===== src/shared/acqd_pkg.sv =====
// shared constants and types for the acquisition display controller
package acqd_pkg;

  // channel count and serial framing
  localparam int NUM_CH = 2;
  localparam int FRAME_BITS = 10;

  // communication settings
  localparam logic [7:0] ADDR_DEFAULT = 8'h01;
  localparam logic [7:0] ADDR_CONFIG = 8'h00;
  localparam logic [3:0] BAUD_9600 = 4'h6;
  localparam logic [3:0] BAUD_MIN = 4'h1;
  localparam logic [3:0] BAUD_MAX = 4'h8;

  // timing: clock rate and display intervals in milliseconds
  localparam int CLK_HZ = 50_000_000;
  localparam int DWELL_MS = 1000;
  localparam int CODE_MS = 1000;
  localparam int DWELL_CYCLES = CLK_HZ / 1000 * DWELL_MS;
  localparam int CODE_CYCLES = CLK_HZ / 1000 * CODE_MS;
  // strap sampling waits for the synchroniser to fill
  localparam logic [1:0] STRAP_SETTLE = 2'h3;

  // display glyph codes (0..9 are plain decimal digits)
  localparam logic [3:0] GLYPH_C = 4'hC;
  localparam logic [3:0] GLYPH_BLANK = 4'hF;

  typedef enum logic {ACQD_PROTO_ASCII, ACQD_PROTO_MODBUS} acqd_proto_t;

  typedef enum logic [2:0] {
    ACQD_CMD_CONFIG,
    ACQD_CMD_SET_PROTO,
    ACQD_CMD_OFFSET_CAL,
    ACQD_CMD_GAIN_CAL
  } acqd_cmd_kind_t;

  // live communication settings
  typedef struct packed {
    logic [7:0] addr;
    logic [3:0] baud;
    logic cksum_en;
    acqd_proto_t proto;
  } acqd_cfg_t;

  // one decoded command from the serial front end
  typedef struct packed {
    acqd_cmd_kind_t kind;
    logic chan;
    logic [7:0] new_addr;
    logic [3:0] baud;
    logic cksum_en;
    acqd_proto_t proto;
  } acqd_cmd_t;

  // one displayable reading: sign, three bcd digits, point position
  typedef struct packed {
    logic positive;
    logic [11:0] bcd;
    logic [1:0] dp_pos;
  } acqd_reading_t;

  // four digit readout, digit 3 is leftmost
  typedef struct packed {
    logic [3:0][3:0] glyph;
    logic [3:0] dp;
    logic on;
  } acqd_disp_t;

  // clock cycles per bit for a baud code, zero for an illegal code
  function automatic logic [19:0] acqd_bit_cycles(input logic [3:0] code);
    case (code)
      4'h1: acqd_bit_cycles = 20'(CLK_HZ / 300);
      4'h2: acqd_bit_cycles = 20'(CLK_HZ / 600);
      4'h3: acqd_bit_cycles = 20'(CLK_HZ / 1200);
      4'h4: acqd_bit_cycles = 20'(CLK_HZ / 2400);
      4'h5: acqd_bit_cycles = 20'(CLK_HZ / 4800);
      4'h6: acqd_bit_cycles = 20'(CLK_HZ / 9600);
      4'h7: acqd_bit_cycles = 20'(CLK_HZ / 19200);
      4'h8: acqd_bit_cycles = 20'(CLK_HZ / 38400);
      default: acqd_bit_cycles = 20'h00000;
    endcase
  endfunction

endpackage


===== src/rtl/acqd_pin_sync.sv =====
// two-flop synchroniser for an active-low pin with press detection
`timescale 1ns/100ps
module acqd_pin_sync (
  // clock and reset
  input wire logic clk_sys,
  input wire logic rst_n,
  // raw pin, active low
  input wire logic pin_n,
  // synchronised level and one-cycle press pulse
  output logic level_n,
  output logic press
);

  logic meta_r;
  logic sync_r;
  logic prev_r;

  // only sync_r reads meta_r; pins idle high
  always_ff @(posedge clk_sys or negedge rst_n) begin
    if (!rst_n) begin
      meta_r <= 1'b1;
      sync_r <= 1'b1;
      prev_r <= 1'b1;
    end else begin
      meta_r <= pin_n;
      sync_r <= meta_r;
      prev_r <= sync_r;
    end
  end

  // press is the falling edge of the synchronised level
  assign level_n = sync_r;
  assign press = prev_r & ~sync_r;

endmodule // acqd_pin_sync


===== src/rtl/acqd_top.sv =====
// acquisition module control: config state, calibration, led readout
//
// Behaviour
// - Unconfigured power-up: address 01H, 9600 baud, no checksum, ASCII.
// - Node address is eight bits; host gives every module a distinct address.
// - Strap low at power-up: config state, 00H, 9600, no checksum, ASCII.
// - Baud, checksum and protocol change only while in config state.
// - Node address is rewritten by a configuration command unless the command's baud or checksum change is refused.
// - In config state the host selects ASCII or Modbus RTU.
// - Calibration commands run only under the ASCII protocol.
// - Offset command for channel 0 or 1 stores present reading as zero.
// - Gain command stores present reading as 120 percent of full scale.
// - Leftmost digit shows channel 1 or 2, then three decimal digits.
// - Point after the channel digit lit for positive, dark for negative.
// - Mode key steps views, including display off.
// - A mode press into single or cyclic view briefly shows that view's code, then data resumes.
// - Single view: left key adds one to channel, right key subtracts one.
// - Cyclic view advances channel after a fixed dwell interval.
// - Characters are start, eight data, stop: ten bit times.
`timescale 1ns/100ps
module acqd_top #(
  parameter int DWELL_CYCLES = acqd_pkg::DWELL_CYCLES,
  parameter int CODE_CYCLES = acqd_pkg::CODE_CYCLES,
  parameter int SAMPLE_W = 24
) (
  // clock and reset
  input wire logic clk_sys,
  input wire logic rst_n,
  // configuration strap pin, grounded for config state
  input wire logic cfg_strap_n,
  // settings recalled from non-volatile storage
  input wire logic nv_cfg_valid,
  input wire acqd_pkg::acqd_cfg_t nv_cfg,
  // decoded commands from the serial front end
  input wire logic cmd_valid,
  input wire acqd_pkg::acqd_cmd_t cmd,
  output logic cmd_ok,
  output logic cmd_err,
  // live settings for the serial front end
  output acqd_pkg::acqd_cfg_t cfg,
  output logic config_state,
  output logic [23:0] char_cycles,
  // converter samples and their display form
  input wire logic [acqd_pkg::NUM_CH-1:0][SAMPLE_W-1:0] raw_sample,
  input wire acqd_pkg::acqd_reading_t [acqd_pkg::NUM_CH-1:0] reading,
  // stored calibration points
  output logic [acqd_pkg::NUM_CH-1:0][SAMPLE_W-1:0] zero_pt,
  output logic [acqd_pkg::NUM_CH-1:0][SAMPLE_W-1:0] span_pt,
  // front panel keys, active low
  input wire logic key_mode_n,
  input wire logic key_left_n,
  input wire logic key_right_n,
  // led readout
  output acqd_pkg::acqd_disp_t disp
);

  localparam int DW = $clog2(DWELL_CYCLES + 1);
  localparam int CW = $clog2(CODE_CYCLES + 1);

  // parameters the counters cannot serve
  if (DWELL_CYCLES < 1 || CODE_CYCLES < 1 || SAMPLE_W < 1) begin : g_chk
    $error("acqd_top: cycle counts and sample width must be positive");
  end

  typedef enum logic [1:0] {
    ACQD_VIEW_SINGLE,
    ACQD_VIEW_CYCLIC,
    ACQD_VIEW_OFF
  } acqd_view_t;

  // channel step with wrap in either direction
  function automatic logic step_ch(input logic ch, input logic up);
    logic [1:0] n;
    n = up ? 2'({1'b0, ch}) + 2'h1 : 2'({1'b0, ch}) + 2'(acqd_pkg::NUM_CH - 1);
    step_ch = (n >= 2'(acqd_pkg::NUM_CH)) ? n[0] ^ 1'b0 : n[0];
  endfunction

  // pin synchronisers
  logic strap_lvl_n;
  logic mode_press;
  logic left_press;
  logic right_press;

  acqd_pin_sync u_strap (
    .clk_sys(clk_sys),
    .rst_n(rst_n),
    .pin_n(cfg_strap_n),
    .level_n(strap_lvl_n),
    .press()
  );
  acqd_pin_sync u_mode (
    .clk_sys(clk_sys),
    .rst_n(rst_n),
    .pin_n(key_mode_n),
    .level_n(),
    .press(mode_press)
  );
  acqd_pin_sync u_left (
    .clk_sys(clk_sys),
    .rst_n(rst_n),
    .pin_n(key_left_n),
    .level_n(),
    .press(left_press)
  );
  acqd_pin_sync u_right (
    .clk_sys(clk_sys),
    .rst_n(rst_n),
    .pin_n(key_right_n),
    .level_n(),
    .press(right_press)
  );

  // ---------------- power-up strap capture and settings ----------------
  logic [1:0] settle_r;
  logic captured_r;
  logic cfg_mode_r;
  acqd_pkg::acqd_cfg_t cfg_r;
  acqd_pkg::acqd_cfg_t cfg_nxt;
  acqd_pkg::acqd_cfg_t boot_cfg;
  acqd_pkg::acqd_cfg_t cfg_default;
  acqd_pkg::acqd_cfg_t cfg_config;
  logic ok_nxt;
  logic err_nxt;
  logic capture;
  logic comm_change;
  logic baud_legal;
  logic is_ascii;

  // factory and config-state settings
  assign cfg_default = '{addr: acqd_pkg::ADDR_DEFAULT,
                         baud: acqd_pkg::BAUD_9600, cksum_en: 1'b0,
                         proto: acqd_pkg::ACQD_PROTO_ASCII};
  assign cfg_config = '{addr: acqd_pkg::ADDR_CONFIG,
                        baud: acqd_pkg::BAUD_9600, cksum_en: 1'b0,
                        proto: acqd_pkg::ACQD_PROTO_ASCII};
  // strap wins over stored settings
  assign boot_cfg = !strap_lvl_n ? cfg_config :
                    (nv_cfg_valid ? nv_cfg : cfg_default);
  assign capture = !captured_r && (settle_r == acqd_pkg::STRAP_SETTLE);

  // command qualification
  assign is_ascii = (cfg_r.proto == acqd_pkg::ACQD_PROTO_ASCII);
  assign comm_change = (cmd.baud != cfg_r.baud) ||
                       (cmd.cksum_en != cfg_r.cksum_en);
  assign baud_legal = (cmd.baud >= acqd_pkg::BAUD_MIN) &&
                      (cmd.baud <= acqd_pkg::BAUD_MAX);

  // next settings and answer; a refused command changes nothing
  always_comb begin
    cfg_nxt = cfg_r;
    ok_nxt = 1'b0;
    err_nxt = 1'b0;
    if (capture) begin
      cfg_nxt = boot_cfg;
    end else if (cmd_valid && captured_r) begin
      case (cmd.kind)
        acqd_pkg::ACQD_CMD_CONFIG: begin
          if (comm_change && (!cfg_mode_r || !baud_legal)) begin
            err_nxt = 1'b1;
          end else begin
            cfg_nxt.addr = cmd.new_addr;
            cfg_nxt.baud = cmd.baud;
            cfg_nxt.cksum_en = cmd.cksum_en;
            ok_nxt = 1'b1;
          end
        end
        acqd_pkg::ACQD_CMD_SET_PROTO: begin
          if (cfg_mode_r) begin
            cfg_nxt.proto = cmd.proto;
            ok_nxt = 1'b1;
          end else begin
            err_nxt = 1'b1;
          end
        end
        acqd_pkg::ACQD_CMD_OFFSET_CAL,
        acqd_pkg::ACQD_CMD_GAIN_CAL: begin
          ok_nxt = is_ascii;
          err_nxt = !is_ascii;
        end
        default: err_nxt = 1'b1;
      endcase
    end
  end

  // settings registers; config state lasts until the next power-up
  always_ff @(posedge clk_sys or negedge rst_n) begin
    if (!rst_n) begin
      settle_r <= 2'h0;
      captured_r <= 1'b0;
      cfg_mode_r <= 1'b0;
      cfg_r <= '{addr: acqd_pkg::ADDR_DEFAULT, baud: acqd_pkg::BAUD_9600,
                 cksum_en: 1'b0, proto: acqd_pkg::ACQD_PROTO_ASCII};
      cmd_ok <= 1'b0;
      cmd_err <= 1'b0;
    end else begin
      if (!captured_r) settle_r <= settle_r + 2'h1;
      if (capture) captured_r <= 1'b1;
      if (capture) cfg_mode_r <= !strap_lvl_n;
      cfg_r <= cfg_nxt;
      cmd_ok <= ok_nxt;
      cmd_err <= err_nxt;
    end
  end

  assign cfg = cfg_r;
  assign config_state = cfg_mode_r;

  // character time for the uart: ten bit times per frame
  always_ff @(posedge clk_sys or negedge rst_n) begin
    if (!rst_n) begin
      char_cycles <= 24'h000000;
    end else begin
      char_cycles <= 24'(acqd_pkg::FRAME_BITS) *
                     24'(acqd_pkg::acqd_bit_cycles(cfg_r.baud));
    end
  end

  // ---------------- calibration points ----------------
  logic cal_go;
  assign cal_go = cmd_valid && captured_r && is_ascii;

  // reading is taken once the host reports the input settled
  always_ff @(posedge clk_sys or negedge rst_n) begin
    if (!rst_n) begin
      zero_pt <= '0;
      span_pt <= '0;
    end else if (cal_go) begin
      if (cmd.kind == acqd_pkg::ACQD_CMD_OFFSET_CAL)
        zero_pt[cmd.chan] <= raw_sample[cmd.chan];
      if (cmd.kind == acqd_pkg::ACQD_CMD_GAIN_CAL)
        span_pt[cmd.chan] <= raw_sample[cmd.chan];
    end
  end

  // ---------------- display views ----------------
  acqd_view_t view_r;
  acqd_view_t view_nxt;
  logic sel_ch_r;
  logic [DW-1:0] dwell_r;
  logic [CW-1:0] code_r;
  logic dwell_done;
  logic showing_code;

  assign dwell_done = (dwell_r == '0);
  assign showing_code = (code_r != '0);

  // mode key cycles single, cyclic, off
  always_comb begin
    case (view_r)
      ACQD_VIEW_SINGLE: view_nxt = ACQD_VIEW_CYCLIC;
      ACQD_VIEW_CYCLIC: view_nxt = ACQD_VIEW_OFF;
      ACQD_VIEW_OFF: view_nxt = ACQD_VIEW_SINGLE;
      default: view_nxt = ACQD_VIEW_SINGLE;
    endcase
  end

  // view, selected channel and the two interval counters
  always_ff @(posedge clk_sys or negedge rst_n) begin
    if (!rst_n) begin
      view_r <= ACQD_VIEW_SINGLE;
      sel_ch_r <= 1'b0;
      dwell_r <= DW'(DWELL_CYCLES - 1);
      code_r <= '0;
    end else if (mode_press) begin
      view_r <= view_nxt;
      dwell_r <= DW'(DWELL_CYCLES - 1);
      code_r <= (view_nxt == ACQD_VIEW_OFF) ? '0 :
                CW'(CODE_CYCLES);
    end else begin
      if (showing_code) code_r <= code_r - CW'(1);
      if (view_r == ACQD_VIEW_SINGLE) begin
        if (left_press) sel_ch_r <= step_ch(sel_ch_r, 1'b1);
        else if (right_press)
          sel_ch_r <= step_ch(sel_ch_r, 1'b0);
      end else if (view_r == ACQD_VIEW_CYCLIC) begin
        if (dwell_done) begin
          sel_ch_r <= step_ch(sel_ch_r, 1'b1);
          dwell_r <= DW'(DWELL_CYCLES - 1);
        end else begin
          dwell_r <= dwell_r - DW'(1);
        end
      end
    end
  end

  // ---------------- readout composition ----------------
  acqd_pkg::acqd_reading_t shown;
  acqd_pkg::acqd_disp_t data_disp;
  acqd_pkg::acqd_disp_t code_disp;
  acqd_pkg::acqd_disp_t disp_nxt;
  acqd_pkg::acqd_disp_t dark_disp;
  logic [3:0] ch_glyph;
  logic [2:0] frac_dp;

  assign shown = reading[sel_ch_r];
  assign ch_glyph = sel_ch_r ? 4'h2 : 4'h1;
  // point between integer and fraction among the three value digits
  assign frac_dp = (shown.dp_pos == 2'h0) ? 3'h1 :
                   (shown.dp_pos == 2'h1) ? 3'h2 : 3'h4;
  assign data_disp = '{glyph: {ch_glyph, shown.bcd},
                       dp: {shown.positive, frac_dp},
                       on: 1'b1};
  // view code shows as letter C and view number in the two left digits
  assign code_disp = '{glyph: {acqd_pkg::GLYPH_C,
                               (view_r == ACQD_VIEW_CYCLIC) ? 4'h2 : 4'h1,
                               acqd_pkg::GLYPH_BLANK,
                               acqd_pkg::GLYPH_BLANK},
                       dp: 4'h0, on: 1'b1};
  // dark readout named so the selection below stays a plain mux
  assign dark_disp = '{glyph: {4{acqd_pkg::GLYPH_BLANK}}, dp: 4'h0,
                       on: 1'b0};
  assign disp_nxt = (view_r == ACQD_VIEW_OFF) ? dark_disp :
                    (showing_code ? code_disp : data_disp);

  // registered so the segment drivers see no decode glitches
  always_ff @(posedge clk_sys or negedge rst_n) begin
    if (!rst_n) begin
      disp <= '{glyph: {4{acqd_pkg::GLYPH_BLANK}}, dp: 4'h0, on: 1'b0};
    end else begin
      disp <= disp_nxt;
    end
  end

endmodule // acqd_top


===== config.mk =====
export PLATFORM = sky130hd
export DESIGN_NAME = acqd_top
export DESIGN_NICKNAME = d
export VERILOG_FILES = /design/src/shared/acqd_pkg.sv /design/src/rtl/acqd_pin_sync.sv /design/src/rtl/acqd_top.sv
export SDC_FILE = /design/constraint.sdc
export NUM_CORES = 1
export LEC_CHECK = 0
export BUFFER_PORTS_ARGS = -buffer_cell sky130_fd_sc_hd__clkbuf_2
export CAP_MARGIN = 0
export CORE_UTILIZATION = 45
export CTS_CLUSTER_DIAMETER = 80
export DETAILED_ROUTE_END_ITERATION = 16
export PLACE_DENSITY = 0.69
export SLEW_MARGIN = 10
export SYNTH_ARGS = -nofsm -noshare
export SYNTH_HDL_FRONTEND = slang
export SYNTH_SLANG_ARGS = --single-unit
export TNS_END_PERCENT = 1

===== constraint.sdc =====
create_clock -name clk_sys -period 5 [get_ports clk_sys]
set_input_delay 0.25 -clock clk_sys [delete_from_list [all_inputs] [get_ports clk_sys]]
set_output_delay 0.25 -clock clk_sys [all_outputs]
set_load 0.02 [all_outputs]

==> summary.md, run 1 <==
Clock tree synthesis found a total of 223 sinks. The run gives 40600 µm as the first-pass GRT wire length. The die covers 0.0239 mm². The largest single stage delay on the critical path is 0.59 ns.

Setup repair after global routing left no endpoint under its margin. Most common library cell in the layout ignoring fill and taps: clkbuf_2. Net switching power of the design: 2300 µW. The final clock skew came out at 0.0122 ns. After synthesis the cells add up to 0.0105 mm². The via density per instance is 5.30, and the portion of synthesized cell area occupied by the leading cell type is 42.0%. Counting the buffers created by CTS gives 25. In this run, distinct cell masters in the synthesized netlist total 69.

After clock tree synthesis, the setup repair step added 0 buffers. In this run the most critical hold path is launched from raw_sample[43]. The H-tree depth is 1. Cell internal power was estimated by the tool at 4290 µW. The worst-case IR drop observed on VDD is 0.000309 V.

The core region is 0.0227 mm². The startpoint identified for the worst register-to-register timing path is cfg[2]. The library cells used most frequently in the layout, excluding fill and tap cells, are clkbuf_2, dfrtp_1, mux2_2. The worst setup path is launched from a register. The post-detailed-placement half-perimeter wirelength is 16500 µm, and the data required time of the worst path is 5.36 ns. After layout, the worst path uses 75.6% of the clock period. The smallest clock period supported by the final layout is computed as 3.78 ns. In this run the worst hold path is classified as primary input to register. Global routing finished with a remaining overflow of 0. Initial antenna violation count: 0. Clock-pin slew was measured on the worst setup and hold paths at 0.06 ns. For the data arrival time at the worst-slack endpoint, the log shows 4.14 ns. The tree is rooted in a clkbuf_16. Type of destination of the critical path: a register.

The critical path starts at cfg[2]. The number of failing hold endpoints at the final stage was 0; the proportion of power drawn by combinational gates was 32.6%. The max-capacitance violation count is 0.

Summed over all cells, the static leakage comes to 0.00637 µW. The setup path with the least slack is of type register to register. Yosys attributes the largest share of cell area to dfrtp_1, dfstp_2, mux2_2.

After filler insertion, the fill cell instance count of the layout stands at 1825. In the final routed layout, each cell accounts on average for 16.0 µm. At the end of routability-driven placement, the weighted congestion stood at 0.873. Summing over every cut layer, the via total after detailed routing is 8199.

The largest buffer count on any clock path came out at 3. The run finished with clean final reports. The tools report the post-synthesis instance total as 926.

In this run, synthesis inferred 0 flip-flops with an integrated enable. The tools report the total of endpoints with negative setup slack in the final report as 0. The power density over cell area was 488 mW/mm²; the slack of the worst reg-to-reg path was 1.22 ns. Of the cells placed in the final design, the portion with a size suffix greater than 1 is 37.1%. For this run, the register share of the synthesized area comes to 53.8%. Slew at the pin closest to its max-slew limit: 0.932 ns.

The worst hold path was traced through 2 stages. Global routing used 20.7% of the available tracks. Once detail routing completed, the nets flagged for antenna violations numbered 0. During I/O placement, the number of pins put on the boundary was 276. Walking the worst path, the cells encountered are inv_1 > ha_1 > nand2_1 > a21boi_0 > o22ai_1 > ha_1 > ha_1 > fa_1 > a211oi_1 > o21ai_0 > a41oi_1 > o311ai_0. For the maximum achievable frequency, the log shows 0.265 GHz. The most used flip-flop cell after synthesis is dfrtp_1.

Entering global routing, the biggest net connects 129 pins. The number of global-route vias before repair is 8204, and the synthesized area divided by synthesized cell count is 11.3 µm². The first TritonRoute pass finished after 5 iterations. The worst path meets setup with 1.22 ns of slack. The depth of the most critical reg-to-reg path was 12; the share of total power in sequential cells was 39.1%. Among all stages on the critical path, the largest delay is contributed by dfrtp_1. The library cell appearing most often on the critical path is ha_1. The maximum fanout along the worst path is 10. Clock latency on the worst-skew pair: 0.51 ns.

Summed over all failing endpoints, the final setup total negative slack is 0 ns. TritonCTS built the clock tree. The synthesized flop and latch total is 223, and the multi-input combinational cell area is 0.00458 mm². The floorplan has 55 rows.

The final layout contains 1403 nets. After detailed routing, the number of remaining DRC violations is 0. The switching part of the total is 34.9%.

Counting flops with an async set or reset pin after synthesis yields a share of 100%. The end of the worst hold path was span_pt[43]. Summing all flip-flop and latch instances after layout gives 0.00564 mm².

The floorplan step set the die height to 155 µm. From synthesis to final layout, the design area changed by 28.7%. The reg-to-reg endpoint was char_cycles[18]. Once the floorplan was initialized, standard cells occupied 46.1% of the core. During synthesis, Yosys emitted a total of 0 warnings.

The number of antenna diodes is 0. The relative slew slack was 37.9%; the total detailed-routing wirelength was 24800 µm. Per report_power, the clock group accounts for 28.3% of the total. The count of buffers from port buffering was 272. In this run the horizontal extent of the chip is 155 µm. Max-slew violation total from the final report: 0. Of all cell types, the one taking the most synthesized area is dfrtp_1. The post-placement setup slack came out at 1.32 ns. For the detailed router's first-iteration violation count, the log shows 430.
layout make-up:
cell class                      count  share of cell area (%)
Clock buffer                       36                    5.39
Clock inverter                      7                   0.816
Inverter                           21                   0.584
Multi-Input combinational cell    641                    33.9
Sequential cell                   223                    41.8
Tap cell                          285                    2.64
Timing Repair Buffer              335                    14.8
state kept, by name, summed over array words and instances, names as in the netlist, 2 cells and up:
name         flops
cfg             14
char_cycles     21
code_r          26
disp            20
dwell_r         26
settle_r         2
span_pt         48
view_r           2
zero_pt         48
cell families after synthesis:
kind of cell	count (synthesis)	synth area share (%)
muxes	111	11.6
buffers and inverters	64	2.67
DFF	223	53.8
xor gates and xnor gates	55	4.60
other	1	0.0358
AOI/OAI and AO/OA	178	10.6
and+or+nand+nor	256	12.1
adders and majority gates	38	4.61
repair_timing:
action,4_1_cts,5_1_grt
hold endpoints to repair,178,0
hold buffers,57,0
gates resized for setup,0,0
worst max-delay path: cells and delay by family, from the launching register on:
kind | cells | cell delay (ns)
AO/OA/AOI/OAI | 6 | 1.49
adder cells (fa/ha/maj) | 4 | 1.15
buffers and inverters | 1 | 0.23
flip-flops | 1 | 0.59
AND/OR/NAND/NOR | 1 | 0.18
power by group through the flow:
stage	Sequential, µW	Clock [µW]	Combinational (µW)
finish	2570	1860	2150
global route	2630	1980	2360
CTS	2570	1910	2160
detailed placement	2600	0	2080
global placement	2580	0	2050
floorplan	2900	0	1100
stage by stage:
| stage | total power [µW] | std cells | hold WS (ns) | utilization, % | area [µm²] |
|---|---|---|---|---|---|
| after detailed placement | 4680 | 1448 | 0.341 | 53.2 | 12100 |
| after floorplan | 4000 | 928 | -0.0456 | - | 10500 |
| after global placement | 4640 | 1448 | 0.339 | 53.2 | 12100 |
| after global routing | 6970 | 1548 | 0.00472 | 59.4 | 13500 |
| final | 6580 | 1548 | 0.0160 | 59.4 | 13500 |
| after CTS | 6650 | 1548 | 0.00412 | 59.4 | 13500 |
Yosys cell counts, types with 8 or more instances:
cell,n
nand3_1,11
nand2_1,71
nor3_1,20
mux2_2,81
xnor2_1,39
nor2_1,74
ha_1,37
a21oi_1,56
inv_1,21
a22o_1,8
o21ai_0,50
xor2_1,16
dfstp_2,47
clkbuf_1,31
dfrtp_1,176
or4_1,8
nor4_1,20
mux2i_1,30
how the worst max path moves through the flow:
stage | end | slack, ns | cells after the start
2_1_floorplan | char_cycles[18] | 1.66 | 11
3_3_place_gp | char_cycles[18] | 1.48 | 12
3_5_place_dp | char_cycles[18] | 1.32 | 11
4_1_cts | char_cycles[18] | 1.31 | 12
5_1_grt | char_cycles[18] | 0.96 | 12
6_report | char_cycles[18] | 1.22 | 12
layer usage:
| metal | track usage (%) | up-vias | wire length (µm) |
|---|---|---|---|
| li1 | - | 3930 | - |
| met1 | 26.2 | 3956 | 10700 |
| met2 | 35.2 | 257 | 11900 |
| met3 | 4.60 | 56 | 1390 |
| met4 | 7.12 | 0 | 839 |
| met5 | 0 | - | 0 |
Power figures use the tool's default switching activity.
==> run 2, diff against run 1 <==
--- a/config.mk
+++ b/config.mk
@@ -5,12 +5,13 @@
 export SDC_FILE = /design/constraint.sdc
 export NUM_CORES = 1
 export LEC_CHECK = 0
+export ABC_AREA = 1
 export BUFFER_PORTS_ARGS = -buffer_cell sky130_fd_sc_hd__clkbuf_2
 export CAP_MARGIN = 0
 export CORE_UTILIZATION = 45
 export CTS_CLUSTER_DIAMETER = 80
 export DETAILED_ROUTE_END_ITERATION = 16
-export PLACE_DENSITY = 0.69
+export PLACE_DENSITY = 0.71
 export SLEW_MARGIN = 10
 export SYNTH_ARGS = -nofsm -noshare
 export SYNTH_HDL_FRONTEND = slang
==> constraint.sdc (replaced) <==
create_clock -name clk_sys -period 3.4 [get_ports clk_sys]
set_input_delay 0.17 -clock clk_sys [delete_from_list [all_inputs] [get_ports clk_sys]]
set_output_delay 0.17 -clock clk_sys [all_outputs]
set_load 0.02 [all_outputs]
==> summary.md, run 2 <==
In the synthesized netlist the dominant register cell turns out to be dfrtp_1. The synthesized area divided by synthesized cell count was 8.36 µm² (-26%). For the total grt overflow, the log shows 0 (unchanged).

The depth of the most critical reg-to-reg path was 15 (+3). The tools report the post-CTS setup-driven buffer insertion count as 0 (unchanged). For the register area share after synthesis, the log shows 49.7% (-4.1 points). Via total after detailed routing: 10300 (+25%).

The via density per instance is 5.00 (-5.5%). Walking the worst path, the cells encountered are inv_1 > nor2_1 > inv_1 > o21ai_0 > ha_1 > ha_1 > fa_1 > nand3_1 > nand2_1 > nand3_1 > nand2_1 > nand3_1 > nand2_1 > nand2_1 > nand2_1. The number of failing hold endpoints at the final stage was 0 (unchanged); the final clock skew was 0.0172 ns (+0.00494 ns). The delay of the slowest critical-path stage is 0.66 ns (+0.07 ns), and the area growth from synthesis to layout is 29.9%. The tools report the number of global-route vias before repair as 10400 (+27%).

Count of cell instances traversed by the critical path: 15 (+3). The residual DRC count was 0 (unchanged). By count the netlist is led by nand2_1, dfrtp_1, inv_1, nor2_1, nand3_1.

The setup path with the least slack is of type register to register. On the critical path the largest part of the delay comes from adder cells. The kind of launch point of the worst setup path is a register. The total power came out at 9860 µW (+50%). The clock-pin slew of the registers on the worst-case setup and hold paths came out at 0.06 ns (about the same).

Cell taking the most area after synthesis: dfrtp_1. The logs give 3 (unchanged) for the largest buffer count on any clock path and 0.00783 µW (+23%) for the reported leakage power. The power density over cell area is 669 mW/mm² (+37%), and the summed area of non-filler cells in the final layout is 0.0147 mm² (+9.2%). The portion of synthesized cell area occupied by the leading cell type was 38.8% (-3.2 points). The initial antenna violation count is 0 (unchanged). The weighted congestion reported at the end of routability-driven placement came out at 0.915 (+4.8%).

The largest registers in the layout are span_pt: 48 flops, zero_pt: 48 flops. The number of buffer and inverter instances along the worst setup path was 2 (+1); the first-pass GRT wire length was 51200 µm (+26%). In the post-synthesis netlist, the cell with the most instances is nand2_1. The tools report the total of endpoints with negative setup slack in the final report as 0 (unchanged). The most common library cell in the layout ignoring fill and taps is nand2_1. The count of buffers from port buffering came out at 272 (unchanged). The maximum achievable frequency is 0.318 GHz (+20%), and the worst hold path cell count is 4 (+2). For the max-slew violation total from the final report, the log shows 0 (unchanged). The clock latency on the worst-skew pair was 0.53 ns (+0.02 ns); the cell area after synthesis was 0.0113 mm² (+8.2%). The tools report the post-route setup TNS as 0 ns (unchanged).

For the clock sink count, the log shows 223 (unchanged). The count of nets left with antenna violations after detail routing was 0 (unchanged); the wire length per cell after detailed routing was 15.1 µm (-5.5%). The slew at the pin closest to its max-slew limit came out at 0.913 ns (-0.0186 ns). For the total detailed-routing wirelength, the log shows 31100 µm (+25%).

The post-detailed-placement half-perimeter wirelength is 21400 µm (+30%). Library cell appearing most often on the critical path: nand2_1. The total clock buffers created by CTS is 24 (-4.0%), and the unique cell type count in the Yosys netlist is 47 (-32%).

The post-detailed-placement cell area came out at 0.0130 mm² (+7.3%). For the maximum resistive drop on vdd, the log shows 0.000442 V (+43%). The post-placement setup slack is 0.203 ns (-1.12 ns). For the final worst slack, the log shows 0.260 ns (-0.963 ns).

The total number of yosys warnings came out at 0 (unchanged). The tools report the I/O pin total as 276 (unchanged). The die area is 0.0258 mm² (+8.1%), and the number of synthesized flops with an enable pin is 0 (unchanged). The first-pass detailed-route iteration total was 5 (unchanged). The run gives 46.2% (+0.078 points) as the starting utilization of the core area. The maximum fanout along the worst path was 11 (+1); the global routing usage summed across all routing layers was 24.3% (+3.5 points). The number of antenna diodes is 0 (unchanged).

The run gives 1 (unchanged) as the H-tree depth. Setup repair after global routing left no endpoint under its margin. The data arrival time at the worst-slack endpoint was 3.55 ns (-0.59 ns); the post-synthesis instance total was 1356 (+46%). In this run the worst hold path is classified as primary input to register. The largest net degree at the start of global routing is 116 (-10%), and the synthesized flop and latch total is 223 (unchanged).

The proportion of layout cells with a drive suffix above 1 is 25.3% (-12 points), and the data required time of the worst path is 3.81 ns (-1.55 ns). The tools report the number of nets in the finished design as 1867 (+33%). Part of the cycle the worst path needs: 92.4% (+17 points). The flow ran to the end, and the final reports show no timing, DRC or antenna violations.

The x dimension of the die is 161 µm (+4.0%). The top cell types in the final layout, fill and taps aside, are nand2_1, clkbuf_2, dfrtp_1. The height of the chip is 161 µm (+4.0%), and the detailed router's first-iteration violation count is 574 (+33%). For the post-route worst hold slack, the log shows 0.0172 ns (+0.00118 ns).

The run gives 38.9% (+1.0 points) as the relative slew slack. Yosys attributes the largest share of cell area to dfrtp_1, nand2_1, dfstp_2. Number of rows in the core area: 57 (+3.6%).

Max-capacitance violation count: 0 (unchanged). The cell type of the slowest stage on the worst timing path was dfstp_2. The tools report the standard cell core area as 0.0245 mm² (+8.0%). The library cell used as clock root buffer was clkbuf_16. The final critical-path required period is 3.14 ns (-0.637 ns). The share of flip-flops with an asynchronous set or reset is 100% (unchanged).

TritonCTS built the clock tree. The tools report the type of destination of the critical path as a register.
## run 2: cell count changes in the layout (fill, tap and decap cells not counted), moves of 29 or more
cell	change
o21ai_1	+32
nor2_1	+50
nand3_1	+65
mux2i_1	-29
inv_1	+103
nand2_1	+338
mux2_2	-79
dlygate4sd3_1	+32
xnor2_1	-29
## run 2: area by class of cell
cell class,instances,area (µm²)
sequential,223,5640
multi-input combinational,961,4970
timing repair buffer,372,2360
tap,324,405
fill,2115,9800
clock buffer,32,701
inverter,129,484
clock inverter,11,171
## run 2: power breakdown
part / total [µW] / switching (µW) / internal [µW]
logic: 3370 / 2210 / 1160
registers: 3640 / 377 / 3260
clock network: 2850 / 1100 / 1750
total: 9860 / 3680 / 6180
## run 2: final timing paths
path,start,end,slack [ns]
max,cfg[4],char_cycles[20],0.26
min,nv_cfg[9],cfg[9],0.02
max reg2reg,cfg[4],char_cycles[20],0.26
min reg2reg,u_left.meta_r,u_left.level_n,0.35
max in group asynchronous,rst_n,cfg[6],2.14
min in group asynchronous,rst_n,disp[0],0.30
## run 2: cell families after synthesis
logic type / share of synthesized area [%]
adder cells (fa/ha/maj): 4.26
flip-flops: 49.7
multiplexers: 0.287
other: 0.0331
buffers and inverters: 6.54
AND/OR/NAND/NOR: 28.3
AO/OA/AOI/OAI: 8.03
XOR/XNOR: 2.78
## run 2: metal layers
| metal | GRT usage (%) | vias up | part of all wire, % |
|---|---|---|---|
| li1 | - | 5040 | - |
| met2 | 42.6 | 340 | 49 |
| met5 | 0 | - | 0 |
| met3 | 4.60 | 55 | 6.2 |
| met1 | 30.0 | 4833 | 42 |
| met4 | 7.76 | 0 | 2.4 |
## run 2: metrics by stage
stage	cells	utilization (%)
after global routing	2052	60.1
after CTS	2052	60.0
after detailed placement	1920	52.8
after global placement	1920	52.8
final	2052	60.1
after floorplan	1358	-
## run 2: tightest hold or removal path: stages
cell	delay, ns
clkbuf_2	0.08
a32o_1	0.15
nand2_1	0.05
nand2_1	0.05
## run 2: timing repair
| action | 4_1_cts | 5_1_grt |
|---|---|---|
| setup endpoints to repair | 0 | 2 |
| hold endpoints to repair | 182 | 0 |
| hold buffers | 89 | 0 |
| gates resized for setup | 0 | 2 |
